`src/hw/hsct_consts.vh`:
```
// Constants for the Hall sensor conversion sequencer.
// Assumes a 100 MHz core clock; times are in microseconds.
`ifndef HSCT_CONSTS_VH
`define HSCT_CONSTS_VH

`define HSCT_CLK_MHZ        100
`define HSCT_T_POWER_UP_US  270
`define HSCT_T_WAKE_US      50
`define HSCT_T_START_MEAS_US 70
`define HSCT_T_CONV1_US     50
`define HSCT_T_SAMPLE_US    25
`define HSCT_T_GO_SLEEP_US  20
`define HSCT_AVG32_SAMPLES  32
// Cycle counts, each time multiplied by the clock in MHz, all exact
`define HSCT_CYC_POWER_UP   (`HSCT_T_POWER_UP_US * `HSCT_CLK_MHZ)
`define HSCT_CYC_WAKE       (`HSCT_T_WAKE_US * `HSCT_CLK_MHZ)
`define HSCT_CYC_START_MEAS (`HSCT_T_START_MEAS_US * `HSCT_CLK_MHZ)
`define HSCT_CYC_SAMPLE     (`HSCT_T_SAMPLE_US * `HSCT_CLK_MHZ)
`define HSCT_CYC_GO_SLEEP   (`HSCT_T_GO_SLEEP_US * `HSCT_CLK_MHZ)
// Power mode select encodings
`define HSCT_MODE_STANDBY   2'h0
`define HSCT_MODE_WAKESLEEP 2'h1
`define HSCT_MODE_CONT      2'h2
`define HSCT_MODE_SLEEP     2'h3
// Averaging select encodings at the two ends
`define HSCT_AVG_FAST       3'h0
`define HSCT_AVG_SLOW       3'h5
// Channel numbers on the converter multiplexer
`define HSCT_CH_X           2'h0
`define HSCT_CH_Y           2'h1
`define HSCT_CH_Z           2'h2
`define HSCT_CH_T           2'h3
// Reset values
`define HSCT_RESULT_RST     16'h0000

`endif

```
`src/hw/hsct_seq.v`:
```
// Power-state timing and conversion sequencer for a 3-axis Hall sensor.
// Assumes a separate I2C engine decodes addresses and reads results;
// SCL arrives asynchronously and is synchronised here.
`timescale 1ns/1ps
`include "hsct_consts.vh"

// Overview of operation
// - After power-on reset, reach stand-by within 270 us.
// - From sleep, wake to stand-by within 50 us.
// - Stand-by to continuous measurement takes 70 us first.
// - Fastest averaging: 50 us one channel, plus 25 us per extra axis.
// - Fastest averaging: temperature channel does not change total time.
// - Slowest averaging: 32 samples each, 825 us one, plus 800 us each.
// - Enter sleep 20 us after SCL returns high.
// - Join I2C transactions only in stand-by or continuous measurement.
// - Own address in sleep wakes device without acknowledge.
// - North pole approaching gives positive codes.
// - South pole approaching gives negative codes.
// - Channels converted one after another through one shared ADC.
// - X, Y, Z and temperature results readable over I2C.
// - Read frame format and CRC enable passed to I2C engine.
// - Functional mode follows the power mode select field.
// - Averaging select sets update rate, 000b fastest, 101b slowest.
module hsct_seq #(
  parameter CYC_POWER_UP   = `HSCT_CYC_POWER_UP,
  parameter CYC_WAKE       = `HSCT_CYC_WAKE,
  parameter CYC_START_MEAS = `HSCT_CYC_START_MEAS,
  parameter CYC_SAMPLE     = `HSCT_CYC_SAMPLE,
  parameter CYC_GO_SLEEP   = `HSCT_CYC_GO_SLEEP,
  parameter ADC_W          = 16
) (
  // Clock and reset
  input  wire              i_clk,
  input  wire              i_rstn,
  // Configuration
  input  wire [1:0]        i_power_mode,
  input  wire [2:0]        i_averaging_select,
  input  wire [2:0]        i_axis_enable,
  input  wire              i_temperature_channel_enable,
  input  wire [1:0]        i_read_frame,
  input  wire              i_crc_enable,
  // I2C engine and pin
  input  wire              i_scl,
  input  wire              i_addr_match,
  input  wire              i_bus_done,
  // Shared converter
  input  wire              i_adc_valid,
  input  wire [ADC_W-1:0]  i_adc_data,
  output reg  [1:0]        o_adc_channel,
  output reg               o_adc_start,
  // State and results
  output reg               o_standby,
  output reg               o_measuring,
  output reg               o_asleep,
  output reg               o_i2c_enable,
  output reg               o_addr_ack_enable,
  output reg  [1:0]        o_read_frame,
  output reg               o_crc_enable,
  output reg               o_set_done,
  output reg  [ADC_W-1:0]  o_result_x,
  output reg  [ADC_W-1:0]  o_result_y,
  output reg  [ADC_W-1:0]  o_result_z,
  output reg  [ADC_W-1:0]  o_result_t
);
  localparam ST_POWER_UP = 3'h0;
  localparam ST_STANDBY  = 3'h1;
  localparam ST_START    = 3'h2;
  localparam ST_CONVERT  = 3'h3;
  localparam ST_GO_SLEEP = 3'h4;
  localparam ST_SLEEP    = 3'h5;
  localparam ST_WAKE     = 3'h6;

  reg  [2:0]       state;
  reg  [2:0]       next_state;
  reg  [31:0]      timer;
  reg  [1:0]       chan;
  reg  [5:0]       samples;
  reg              adc_busy;
  reg  [ADC_W+4:0] acc [0:3];
  reg  [31:0]      tail;
  wire             scl_level;
  wire [2:0]       avg_shift;
  wire [ADC_W+4:0] data_ext;
  wire [3:0]       ch_en;
  wire [5:0]       n_samples;
  wire             timer_done;
  wire             chan_last;
  reg  [1:0]       next_chan;

  // SCL passes four flops before use
  hsct_sync hsct_sync_i (
    .i_clk   (i_clk),
    .i_rstn  (i_rstn),
    .i_pin   (i_scl),
    .o_level (scl_level),
    .o_rise  (),
    .o_fall  ()
  );

  // Fast mode drops temperature; set time unchanged, result_t rewritten from the last acc[3] sum, unshifted
  assign ch_en = {i_temperature_channel_enable &
                  (i_averaging_select != `HSCT_AVG_FAST), i_axis_enable};
  // Samples per channel double with each averaging step up to 32 at 101b; 110b and 111b also take 32
  assign n_samples  = (i_averaging_select >= `HSCT_AVG_SLOW) ?
                      6'd32 : (6'd1 << i_averaging_select);
  assign avg_shift  = (i_averaging_select >= `HSCT_AVG_SLOW) ? 3'h5 : i_averaging_select;
  // Sign extension keeps the sensor polarity unchanged
  assign data_ext   = {{5{i_adc_data[ADC_W-1]}}, i_adc_data};
  assign timer_done = (timer == 32'h0);

  // Next enabled channel after the current one, wrapping to the first
  always @* begin
    next_chan = 2'h0;
    if (chan < 2'h1 && ch_en[1])
      next_chan = 2'h1;
    else if (chan < 2'h2 && ch_en[2])
      next_chan = 2'h2;
    else if (chan < 2'h3 && ch_en[3])
      next_chan = 2'h3;
    else if (ch_en[0])
      next_chan = 2'h0;
    else if (ch_en[1])
      next_chan = 2'h1;
    else if (ch_en[2])
      next_chan = 2'h2;
    else
      next_chan = 2'h3;
  end
  assign chan_last = (next_chan <= chan);

  // Power-state sequencing
  always @* begin
    next_state = state;
    case (state)
      ST_POWER_UP: if (timer_done) next_state = ST_STANDBY;
      // Mode field picks the next state
      ST_STANDBY: begin
        if (i_power_mode == `HSCT_MODE_CONT && ch_en != 4'h0)
          next_state = ST_START;
        else if (i_power_mode == `HSCT_MODE_SLEEP ||
                 i_power_mode == `HSCT_MODE_WAKESLEEP)
          next_state = ST_GO_SLEEP;
      end
      ST_START: begin
        if (i_power_mode != `HSCT_MODE_CONT)
          next_state = ST_STANDBY;
        else if (timer_done)
          next_state = ST_CONVERT;
      end
      // Leave only at a set boundary after a mode change
      ST_CONVERT: begin
        if (o_set_done && i_power_mode != `HSCT_MODE_CONT)
          next_state = ST_STANDBY;
      end
      // Sleep after SCL has stood high long enough
      ST_GO_SLEEP: begin
        if (i_power_mode == `HSCT_MODE_STANDBY ||
            i_power_mode == `HSCT_MODE_CONT)
          next_state = ST_STANDBY;
        else if (timer_done)
          next_state = ST_SLEEP;
      end
      // Own address wakes, no acknowledge given
      ST_SLEEP: if (i_addr_match) next_state = ST_WAKE;
      ST_WAKE: if (timer_done) next_state = ST_STANDBY;
      default: next_state = ST_POWER_UP;
    endcase
  end

  // State register and the shared delay timer
  always @(posedge i_clk or negedge i_rstn) begin
    if (!i_rstn) begin
      state <= ST_POWER_UP;
      timer <= CYC_POWER_UP - 1;
    end else begin
      state <= next_state;
      if (next_state != state) begin
        case (next_state)
          ST_START:    timer <= CYC_START_MEAS - 1;
          ST_GO_SLEEP: timer <= CYC_GO_SLEEP - 1;
          ST_WAKE:     timer <= CYC_WAKE - 1;
          default:     timer <= 32'h0;
        endcase
      end else if (state == ST_GO_SLEEP && (!scl_level || i_bus_done)) begin
        // Restart the count while SCL is low or bus active
        timer <= CYC_GO_SLEEP - 1;
      end else if (!timer_done) begin
        timer <= timer - 32'h1;
      end
    end
  end

  // Conversion engine: one channel at a time, results held until set ends
  integer i;
  always @(posedge i_clk or negedge i_rstn) begin
    if (!i_rstn) begin
      chan          <= 2'h0;
      samples       <= 6'h0;
      adc_busy      <= 1'b0;
      o_adc_start   <= 1'b0;
      o_adc_channel <= 2'h0;
      o_set_done    <= 1'b0;
      o_result_x    <= `HSCT_RESULT_RST;
      o_result_y    <= `HSCT_RESULT_RST;
      o_result_z    <= `HSCT_RESULT_RST;
      o_result_t    <= `HSCT_RESULT_RST;
      tail          <= 32'h0;
      for (i = 0; i < 4; i = i + 1)
        acc[i] <= {(ADC_W+5){1'b0}};
    end else begin
      o_adc_start <= 1'b0;
      o_set_done  <= 1'b0;
      if (state != ST_CONVERT) begin
        adc_busy <= 1'b0;
        samples  <= 6'h0;
        tail     <= 32'h0;
        chan     <= ch_en[0] ? 2'h0 : next_chan;
      end else if (tail != 32'h0) begin
        // Closing slot of one sample period ends every set
        tail <= tail - 32'h1;
        if (tail == 32'h1) begin
          o_set_done <= 1'b1;
          // All four results reach the readable outputs at once
          o_result_x <= avg(acc[0]);
          o_result_y <= avg(acc[1]);
          o_result_z <= avg(acc[2]);
          o_result_t <= avg(acc[3]);
        end
      end else if (!adc_busy && !o_set_done) begin
        // One channel on the multiplexer per sample
        o_adc_channel <= chan;
        o_adc_start   <= 1'b1;
        adc_busy      <= 1'b1;
      end else if (adc_busy && i_adc_valid) begin
        adc_busy <= 1'b0;
        // Average by accumulating, then shifting at publication
        acc[chan] <= (samples == 6'h0) ? data_ext : acc[chan] + data_ext;
        if (samples + 6'h1 >= n_samples) begin
          samples <= 6'h0;
          chan    <= next_chan;
          // Last channel opens the closing slot; sums are complete by then
          if (chan_last)
            tail <= CYC_SAMPLE;
        end else begin
          samples <= samples + 6'h1;
        end
      end
    end
  end

  // Arithmetic shift keeps negative codes negative
  function [ADC_W-1:0] avg;
    input [ADC_W+4:0] sum;
    reg   [ADC_W+4:0] quot;
    begin
      quot = $signed(sum) >>> avg_shift;
      avg  = quot[ADC_W-1:0];
    end
  endfunction

  // Status and I2C gating
  always @(posedge i_clk or negedge i_rstn) begin
    if (!i_rstn) begin
      o_standby         <= 1'b0;
      o_measuring       <= 1'b0;
      o_asleep          <= 1'b0;
      o_i2c_enable      <= 1'b0;
      o_addr_ack_enable <= 1'b0;
      o_read_frame      <= 2'h0;
      o_crc_enable      <= 1'b0;
    end else begin
      // Still stand-by while counting down to sleep
      o_standby    <= (next_state == ST_STANDBY || next_state == ST_GO_SLEEP);
      o_measuring  <= (next_state == ST_START || next_state == ST_CONVERT);
      o_asleep     <= (next_state == ST_SLEEP);
      // Bus only answered in stand-by or measuring
      o_i2c_enable <= (next_state == ST_STANDBY || next_state == ST_START ||
                       next_state == ST_CONVERT || next_state == ST_GO_SLEEP);
      // Never acknowledge while asleep or waking
      o_addr_ack_enable <= (next_state != ST_SLEEP && next_state != ST_WAKE &&
                            next_state != ST_POWER_UP);
      // Frame format and CRC passed to the I2C engine
      o_read_frame <= i_read_frame;
      o_crc_enable <= i_crc_enable;
    end
  end
endmodule // hsct_seq

```
`src/hw/hsct_sync.v`:
```
// Three-stage synchroniser with edge detection for pins.
// Assumes the input is asynchronous to i_clk.
`timescale 1ns/1ps
module hsct_sync (
  // Clock and reset
  input  wire i_clk,
  input  wire i_rstn,
  // Pin in
  input  wire i_pin,
  // Conditioned outputs
  output reg  o_level,
  output wire o_rise,
  output wire o_fall
);
  reg s1;
  reg s2;
  reg s3;

  // First stage is read only by the second
  always @(posedge i_clk or negedge i_rstn) begin
    if (!i_rstn) begin
      s1      <= 1'b1;
      s2      <= 1'b1;
      s3      <= 1'b1;
      o_level <= 1'b1;
    end else begin
      s1 <= i_pin;
      s2 <= s1;
      s3 <= s2;
      if (s2 == s3)
        o_level <= s3;
    end
  end

  // Change counts only when second and third agree
  assign o_rise = (s2 & s3) & ~o_level;
  assign o_fall = ~(s2 | s3) & o_level;
endmodule // hsct_sync

```
`config.mk`:
```
export PLATFORM = sky130hd
export DESIGN_NAME = hsct_seq
export DESIGN_NICKNAME = d
export VERILOG_FILES = /design/src/hw/hsct_seq.v /design/src/hw/hsct_sync.v
export VERILOG_INCLUDE_DIRS = /design/src /design/src/hw
export SDC_FILE = /design/constraint.sdc
export NUM_CORES = 1
export LEC_CHECK = 0
export BUFFER_PORTS_ARGS = -buffer_cell sky130_fd_sc_hd__buf_2
export CORE_MARGIN = 2
export CORE_UTILIZATION = 30
export CTS_CLUSTER_DIAMETER = 60
export CTS_CLUSTER_SIZE = 40
export DETAILED_ROUTE_END_ITERATION = 8
export PLACE_DENSITY = 0.5
export SYNTH_ARGS = -nofsm -noshare
export SYNTH_HDL_FRONTEND = slang
export SYNTH_SLANG_ARGS = --single-unit
export TNS_END_PERCENT = 10
```
`constraint.sdc`:
```
create_clock -name i_clk -period 5 [get_ports i_clk]
set_input_delay 0.5 -clock i_clk [delete_from_list [all_inputs] [get_ports i_clk]]
set_output_delay 0.5 -clock i_clk [all_outputs]
set_load 0.1 [all_outputs]
```
==> flow_summary.json, run 1 <==
{
  "via_per_inst": 5.14,
  "worst_pin_slew_ps": 1070,
  "yosysTopAreaCell": "dfrtp_1",
  "skew_ps": 43.7,
  "clkLatencyLatePin_ps": 590,
  "violations": "negative hold slack",
  "cp.required_ps": 5520,
  "synthTopCellsByCount": "237 x nand2_1, 226 x dfrtp_1, 218 x o21ai_0, 126 x mux2i_1, 117 x nor2_1",
  "diodes": 0,
  "setup.worst_path.start": "tail[24]",
  "yosysWarnings": 0,
  "utilization": 0.350,
  "post-route-period-util": 0.791,
  "drv_cap": 0,
  "final_cell_area_sq_um": 16200,
  "route.antenna.remaining_nets": 0,
  "p_total_mw": 5.27,
  "outcome": "complete, but fails checks",
  "cp-start-kind": "flip-flop",
  "ys.flop_type": "dfrtp_1",
  "slowest_delay_ps": 610,
  "ys_seq_elements": 240,
  "wl_per_cell_microns": 18.2,
  "ys_async_sr_fraction": 1.00,
  "rows": 79,
  "top_usage_layer": "met2",
  "setup_viol": 0,
  "timing.fmax_mhz": 253,
  "cts-root-buf": "clkbuf_16",
  "met1_usage": 0.253,
  "io_buffer_count": 109,
  "worst_ep_arrival_time_ps": 4470,
  "wl_microns": 41100,
  "antenna_found_initial": 0,
  "gp_congestion": 0.871,
  "hp-class": "in -> async",
  "critPathKind": "reg -> reg",
  "die_h_microns": 221,
  "fin_nets": 1700,
  "grt_pass1_wl_microns": 64400,
  "clockBufferDepth": 3,
  "crit_chain": "or4_4 -> or4_4 -> nor4_4 -> nand2_4 -> or3_4 -> or3_1 -> buf_4 -> nor3_1 -> nand2_1 -> nand3_1",
  "numCtsBuffers": 26,
  "syn_area_per_cell_sq_um": 9.01,
  "grt_pass1_vias": 11100,
  "reg2reg_depth": 10,
  "global_route.usage.met2": 0.256,
  "dr_total_vias": 11600,
  "grt_max_degree": 125,
  "start_util": 0.303,
  "clock_sinks": 240,
  "final.setup.tns_ps": 0,
  "end_kind": "flip-flop",
  "synth_top_area_share": 0.401,
  "slew_headroom": 0.290,
  "synthCells": 1564,
  "synth_edf_count": 0,
  "netlist_area_sq_um": 14100,
  "seq_area_frac_synth": 0.427,
  "cts_tree": "built",
  "cts.clk_slew.worst_paths_ps": 80,
  "fin_hold_ws_ps": -29.7,
  "leakagePower_nw": 7.46,
  "drt_iter0_drc": 766,
  "placed_cells": 2208,
  "critPathMaxFanout": 25,
  "synth_most_common_cell": "nand2_1",
  "core_sq_um": 46500,
  "die_w_microns": 221,
  "hold_violations": 18,
  "die-area_sq_um": 48700,
  "drc_errors": 0,
  "grt.met3_usage": 0.0208,
  "cts_setup_buffers": 0,
  "yosys-top-cells-area": "dfrtp_1 40%, mux2i_1 8.9%, o21ai_0 7.7%",
  "min_period_ps": 3950,
  "ys_types": 60,
  "slew_viol_final": 0,
  "ir_drop_mv": 0.238,
  "slowest_stage": "or4_4",
  "stdcell_count": 2259,
  "track_usage": 0.168,
  "dpl.hpwl_microns": 30200,
  "drt_pass1_iterations": 5,
  "cellPowerDensity_nw_per_um2": 324,
  "ios": 110,
  "placed_area_sq_um": 15200,
  "cts_resized": 0,
  "drive_gt1_frac": 0.150,
  "syn-num-nets": 1632,
  "cp_common_cell": "or4_4",
  "htreeDepth": 1,
  "rsz0062_at_grt": "false",
  "syn_to_final_growth_pct": 15.3,
  "rr_startpoint": "tail[24]",
  "grt.overflow.total": 0
}
worst max-delay path, delay by kind of cell, from the launching register on:
kind          cells  cell delay (ps)
simple gates      9             3100
flops             1              460
buf+inv           1              320
report_power, final:
group	internal [mW]	leakage (nW)	switching, mW	total [mW]
Combinational	0.329	4.05	0.607	0.936
Clock	1.07	0.462	1.06	2.13
Sequential	2.08	2.95	0.119	2.20
Total	3.48	7.46	1.78	5.27
flip-flops by register name (all words and copies together), names as in the netlist, 2 cells and up:
name	count
o_result_t	16
o_adc_channel	2
samples	6
state	3
o_read_frame	2
o_result_z	16
acc	84
timer	32
o_result_y	16
chan	2
tail	32
o_result_x	16
metal layers:
metal  up-vias  wire (microns)
li1       5714               -
met5         -               0
met2       245           17900
met4         0             698
met1      5621           20600
met3        38            1920
logic make-up (layout without fill, tap and decap cells):
logic type                 count (synthesis)  after routing  share of synthesized area
and+or+nand+nor                          531            531                      0.174
muxes                                    162            162                      0.135
adders and majority gates                 35             35                     0.0314
buffers and inverters                    127            215                     0.0354
DFF                                      240            240                      0.427
xor gates and xnor gates                  44             44                     0.0273
AOI/OAI and AO/OA                        425            425                      0.170
placed cells by master (no fill, tap or decap), types with 5 or more instances in the layout:
| master | instances |
|---|---|
| clkinv_8 | 7 |
| xnor2_1 | 26 |
| or3_1 | 12 |
| clkbuf_16 | 26 |
| a211o_1 | 5 |
| nand2_1 | 237 |
| a31oi_1 | 7 |
| dfstp_2 | 14 |
| o21ai_0 | 218 |
| nor4_1 | 17 |
| nand4_1 | 6 |
| ha_1 | 33 |
| inv_1 | 31 |
| buf_2 | 106 |
| and2_1 | 9 |
| xor2_1 | 18 |
| mux2_2 | 15 |
| a211oi_1 | 30 |
| a21o_1 | 13 |
| mux2i_1 | 126 |
| a21oi_1 | 106 |
| nor2b_1 | 25 |
| buf_4 | 25 |
| dfrtp_1 | 225 |
| nand2b_1 | 15 |
| o31ai_1 | 5 |
| nor2_1 | 117 |
| a32o_1 | 5 |
| inv_12 | 5 |
| or4_1 | 12 |
| or2_2 | 5 |
| mux4_2 | 21 |
| nor3_1 | 30 |
| nand3_1 | 19 |
| and3_1 | 10 |
| o211ai_1 | 8 |
per-stage QoR:
step / setup WS (ps) / hold slack [ps]
floorplan: 921 / 204
global placement: 1040 / 350
detailed placement: 1050 / 356
CTS: 1030 / 0.132
global route: 801 / 7.44
finish: 1050 / -29.7
what timing repair did:
| item | 4_1_cts | 5_1_grt |
|---|---|---|
| hold buffers | 3 | 0 |
| setup endpoints to repair | 0 | 0 |
| hold endpoints to repair | 3 | 0 |
worst paths after layout:
kind                                        end  slack [ps]
worst max-delay path                    acc[82]        1050
worst min-delay path                    tail[7]         -30
worst max register to register          acc[82]        1050
worst min register to register   hsct_sync_i.s2         370
max in group asynchronous         o_result_y[4]        3780
min in group i_clk              o_read_frame[1]          30
cell type report:
| cell class | count | area (sq um) |
|---|---|---|
| clock buffer | 26 | 651 |
| clock inverter | 22 | 329 |
| fill | 4774 | 30200 |
| inverter | 31 | 116 |
| multi-input combinational | 1197 | 7580 |
| sequential | 240 | 6020 |
| tap | 607 | 759 |
| timing repair buffer | 136 | 783 |
Note: power is estimated with default switching activity, not from simulation.
==> inputs of run 2 (changes only) <==
--- a/config.mk
+++ b/config.mk
@@ -6,13 +6,14 @@
 export SDC_FILE = /design/constraint.sdc
 export NUM_CORES = 1
 export LEC_CHECK = 0
+export ABC_AREA = 1
 export BUFFER_PORTS_ARGS = -buffer_cell sky130_fd_sc_hd__buf_2
 export CORE_MARGIN = 2
 export CORE_UTILIZATION = 30
 export CTS_CLUSTER_DIAMETER = 60
 export CTS_CLUSTER_SIZE = 40
 export DETAILED_ROUTE_END_ITERATION = 8
-export PLACE_DENSITY = 0.5
+export PLACE_DENSITY = 0.49
 export SYNTH_ARGS = -nofsm -noshare
 export SYNTH_HDL_FRONTEND = slang
 export SYNTH_SLANG_ARGS = --single-unit
==> constraint.sdc (replaced) <==
create_clock -name i_clk -period 3.9 [get_ports i_clk]
set_input_delay 0.39 -clock i_clk [delete_from_list [all_inputs] [get_ports i_clk]]
set_output_delay 0.39 -clock i_clk [all_outputs]
set_load 0.1 [all_outputs]
==> run 2 against run 1 <==
Net effect:
- the flow now finishes without violations
- via count rose by 21%
- synthesized area rose by 5.8%
- setup slack got worse by 660 ps
- critical endpoint is now acc[11]
- design area rose by 5.7%
==> flow_summary.json, run 2 <==
{
  "yosys.area_share.simple": 0.297,
  "grt_pass1_vias": 13600,
  "cts_resized": 0,
  "worst_ep_arrival_time_ps": 3960,
  "synthCells": 2051,
  "die_h_microns": 227,
  "synth_compound_area_frac": 0.154,
  "critPathMaxFanout": 19,
  "cts-root-buf": "clkbuf_16",
  "ys_types": 57,
  "reg2reg_depth": 15,
  "p_switching_mw": 3.24,
  "reg_top3": "acc x84, tail x32, timer x32",
  "syn-num-nets": 2119,
  "cts_tree": "built",
  "fillCellCount": 5290,
  "drt_iter0_drc": 1105,
  "clock_sinks": 240,
  "track_usage": 0.195,
  "end_kind": "flip-flop",
  "hold_violations": 0,
  "wl_microns": 49900,
  "skew_ps": 22.0,
  "grt_pass1_wl_microns": 78200,
  "ir_drop_mv": 0.307,
  "drive_gt1_frac": 0.117,
  "antenna_found_initial": 3,
  "largest_register": "acc",
  "final-seq-area_sq_um": 6020,
  "worst_pin_slew_ps": 1050,
  "placed_area_sq_um": 16100,
  "setup_viol": 0,
  "reg2reg_to": "acc[11]",
  "syn_to_final_growth_pct": 15.1,
  "ys_seq_elements": 240,
  "crit_path_end": "acc[11]",
  "die_w_microns": 227,
  "intPower_mw": 4.96,
  "placed_cells": 2763,
  "cts_setup_buffers": 0,
  "drc_errors": 0,
  "cts.clk_slew.worst_paths_ps": 60,
  "synth_top_area_share": 0.379,
  "core_sq_um": 49100,
  "timing.fmax_mhz": 285,
  "fin_nets": 2203,
  "utilization": 0.350,
  "synthTopCellsByCount": "626 x nand2_1, 226 x dfrtp_1, 196 x inv_1, 181 x o21ai_0, 171 x nor2_1",
  "rr_startpoint": "chan[0]",
  "synth_xor_area_frac": 0.0335,
  "numCtsBuffers": 29,
  "outcome": "finished clean",
  "switching_share": 0.395,
  "clkLatencyLatePin_ps": 590,
  "p_seq_frac": 0.345,
  "hp-class": "in -> reg",
  "cellPowerDensity_nw_per_um2": 478,
  "htreeDepth": 1,
  "largest_reg_flops": 84,
  "die-area_sq_um": 51500,
  "yosysTopAreaCell": "dfrtp_1",
  "min_period_ps": 3510,
  "gp_congestion": 0.931,
  "combinationalPowerShare": 0.317,
  "yosysWarnings": 0,
  "rows": 81,
  "grt_max_degree": 110,
  "final_common_cell": "nand2_1",
  "synth_top_family_by_area": "simple AND/OR/NAND/NOR gates",
  "route.antenna.remaining_nets": 0,
  "io_buffer_count": 109,
  "critPathKind": "reg -> reg",
  "ys.flop_type": "dfrtp_1",
  "yosys-top-cells-area": "dfrtp_1 38%, nand2_1 16%, o21ai_0 6.1%",
  "slew_headroom": 0.300,
  "via_per_inst": 4.98,
  "drt_pass1_iterations": 7,
  "dr_total_vias": 14100,
  "start_util": 0.304,
  "final.setup.tns_ps": 0,
  "cp-start-kind": "flip-flop",
  "dpl.hpwl_microns": 37700,
  "setup.worst_path.start": "chan[0]",
  "synth_edf_count": 0,
  "rsz0062_at_grt": "false",
  "clockBufferDepth": 3,
  "clockPowerShare": 0.338,
  "stdcell_count": 2824,
  "seq_area_frac_synth": 0.404,
  "drv_cap": 0,
  "leakagePower_nw": 8.56,
  "wl_per_cell_microns": 17.7,
  "slew_viol_final": 0,
  "grt.overflow.total": 0,
  "layout_common_cells": "625 x nand2_1, 226 x dfrtp_1, 196 x inv_1",
  "synthMuxAreaShare": 0.000671,
  "multi_input_area_sq_um": 7680,
  "ys_async_sr_fraction": 1.00,
  "syn_area_per_cell_sq_um": 7.27,
  "r2r_slack_ps": 390,
  "netlist_area_sq_um": 14900,
  "synthAdderAreaFrac": 0.0297,
  "synth_most_common_cell": "nand2_1",
  "cp.required_ps": 4350,
  "final_cell_area_sq_um": 17200,
  "ios": 110,
  "post-route-period-util": 0.900
}
run 2: cell types whose count changed in the layout (fill, tap and decap cells not counted), sizes merged, moves of 26 or more:
| cell | change |
|---|---|
| inv | +176 |
| xor2 | +26 |
| mux2i | -125 |
| a21oi | -53 |
| nand3 | +102 |
| o211ai | +55 |
| nand2 | +394 |
| nor2 | +69 |
| a211oi | -29 |
run 2: layout make-up:
| cell class | instances | share of cell area |
|---|---|---|
| inverter | 211 | 0.0463 |
| multi-input combinational | 1513 | 0.448 |
| sequential | 240 | 0.351 |
| antenna | 2 | 0.000292 |
| clock inverter | 23 | 0.0141 |
| clock buffer | 31 | 0.0427 |
| timing repair buffer | 140 | 0.0496 |
| tap | 664 | 0.0484 |
run 2: per-layer routing:
layer / wire [microns] / share of wire / up-vias / track usage
met5: 10 / 0.00020 / - / 0
met4: 889 / 0.018 / 2 / 0.0476
met3: 3150 / 0.063 / 55 / 0.0287
met2: 21600 / 0.43 / 425 / 0.299
met1: 24300 / 0.49 / 6657 / 0.287
li1: - / - / 6934 / -
run 2: power by group through the flow:
stage / clock network (mW) / logic [mW] / registers, mW
finish: 2.77 / 2.60 / 2.83
global route: 2.94 / 2.95 / 2.85
CTS: 2.84 / 2.61 / 2.83
detailed placement: 0 / 2.60 / 2.87
global placement: 0 / 2.58 / 2.87
floorplan: 0 / 1.78 / 3.03
run 2: worst max-delay path, cell delays in order, from the launching register on:
cell and delay (ps):
dfrtp_1 400, inv_1 120, nor2_1 90, buf_4 230
a22oi_1 280, o221ai_1 260, ha_1 420, nand2_1 130
o21ai_1 210, nor2_1 110, o21ai_1 340, nand2_1 140
nand3_1 100, nand3_1 230, nand3_1 190, o21ai_0 100
run 2: cell families (layout without fill, tap and decap cells):
kind of cell | Yosys count | count (layout)
simple gates | 1034 | 1034
compound gates | 386 | 386
buf+inv | 298 | 405
flops | 240 | 240
xor+xnor | 57 | 57
fa+ha+maj | 35 | 35
mux | 1 | 1
other cells | 0 | 2
run 2: worst min-delay path by stage:
stage / from / to / depth (start not counted)
global route: i_axis_enable[0] / chan[0] / 4
finish: i_adc_data[14] / acc[56] / 4
detailed placement: hsct_sync_i.s1 / hsct_sync_i.s2 / 0
CTS: i_axis_enable[0] / chan[0] / 4
global placement: hsct_sync_i.s1 / hsct_sync_i.s2 / 0
floorplan: i_rstn / acc[0] / 0
run 2: timing repair:
| action | in CTS | in global routing |
|---|---|---|
| hold buffers | 5 | 0 |
| endpoints found under the setup margin | 0 | 0 |
| endpoints found under the hold margin | 91 | 0 |
run 2: per-stage QoR:
step	worst slack, ps	hold slack [ps]	power [mW]
5_1_grt	104	210	8.74
3_3_place_gp	503	355	5.44
6_report	391	202	8.20
4_1_cts	430	181	8.28
2_1_floorplan	944	94.4	4.81
3_5_place_dp	462	351	5.46
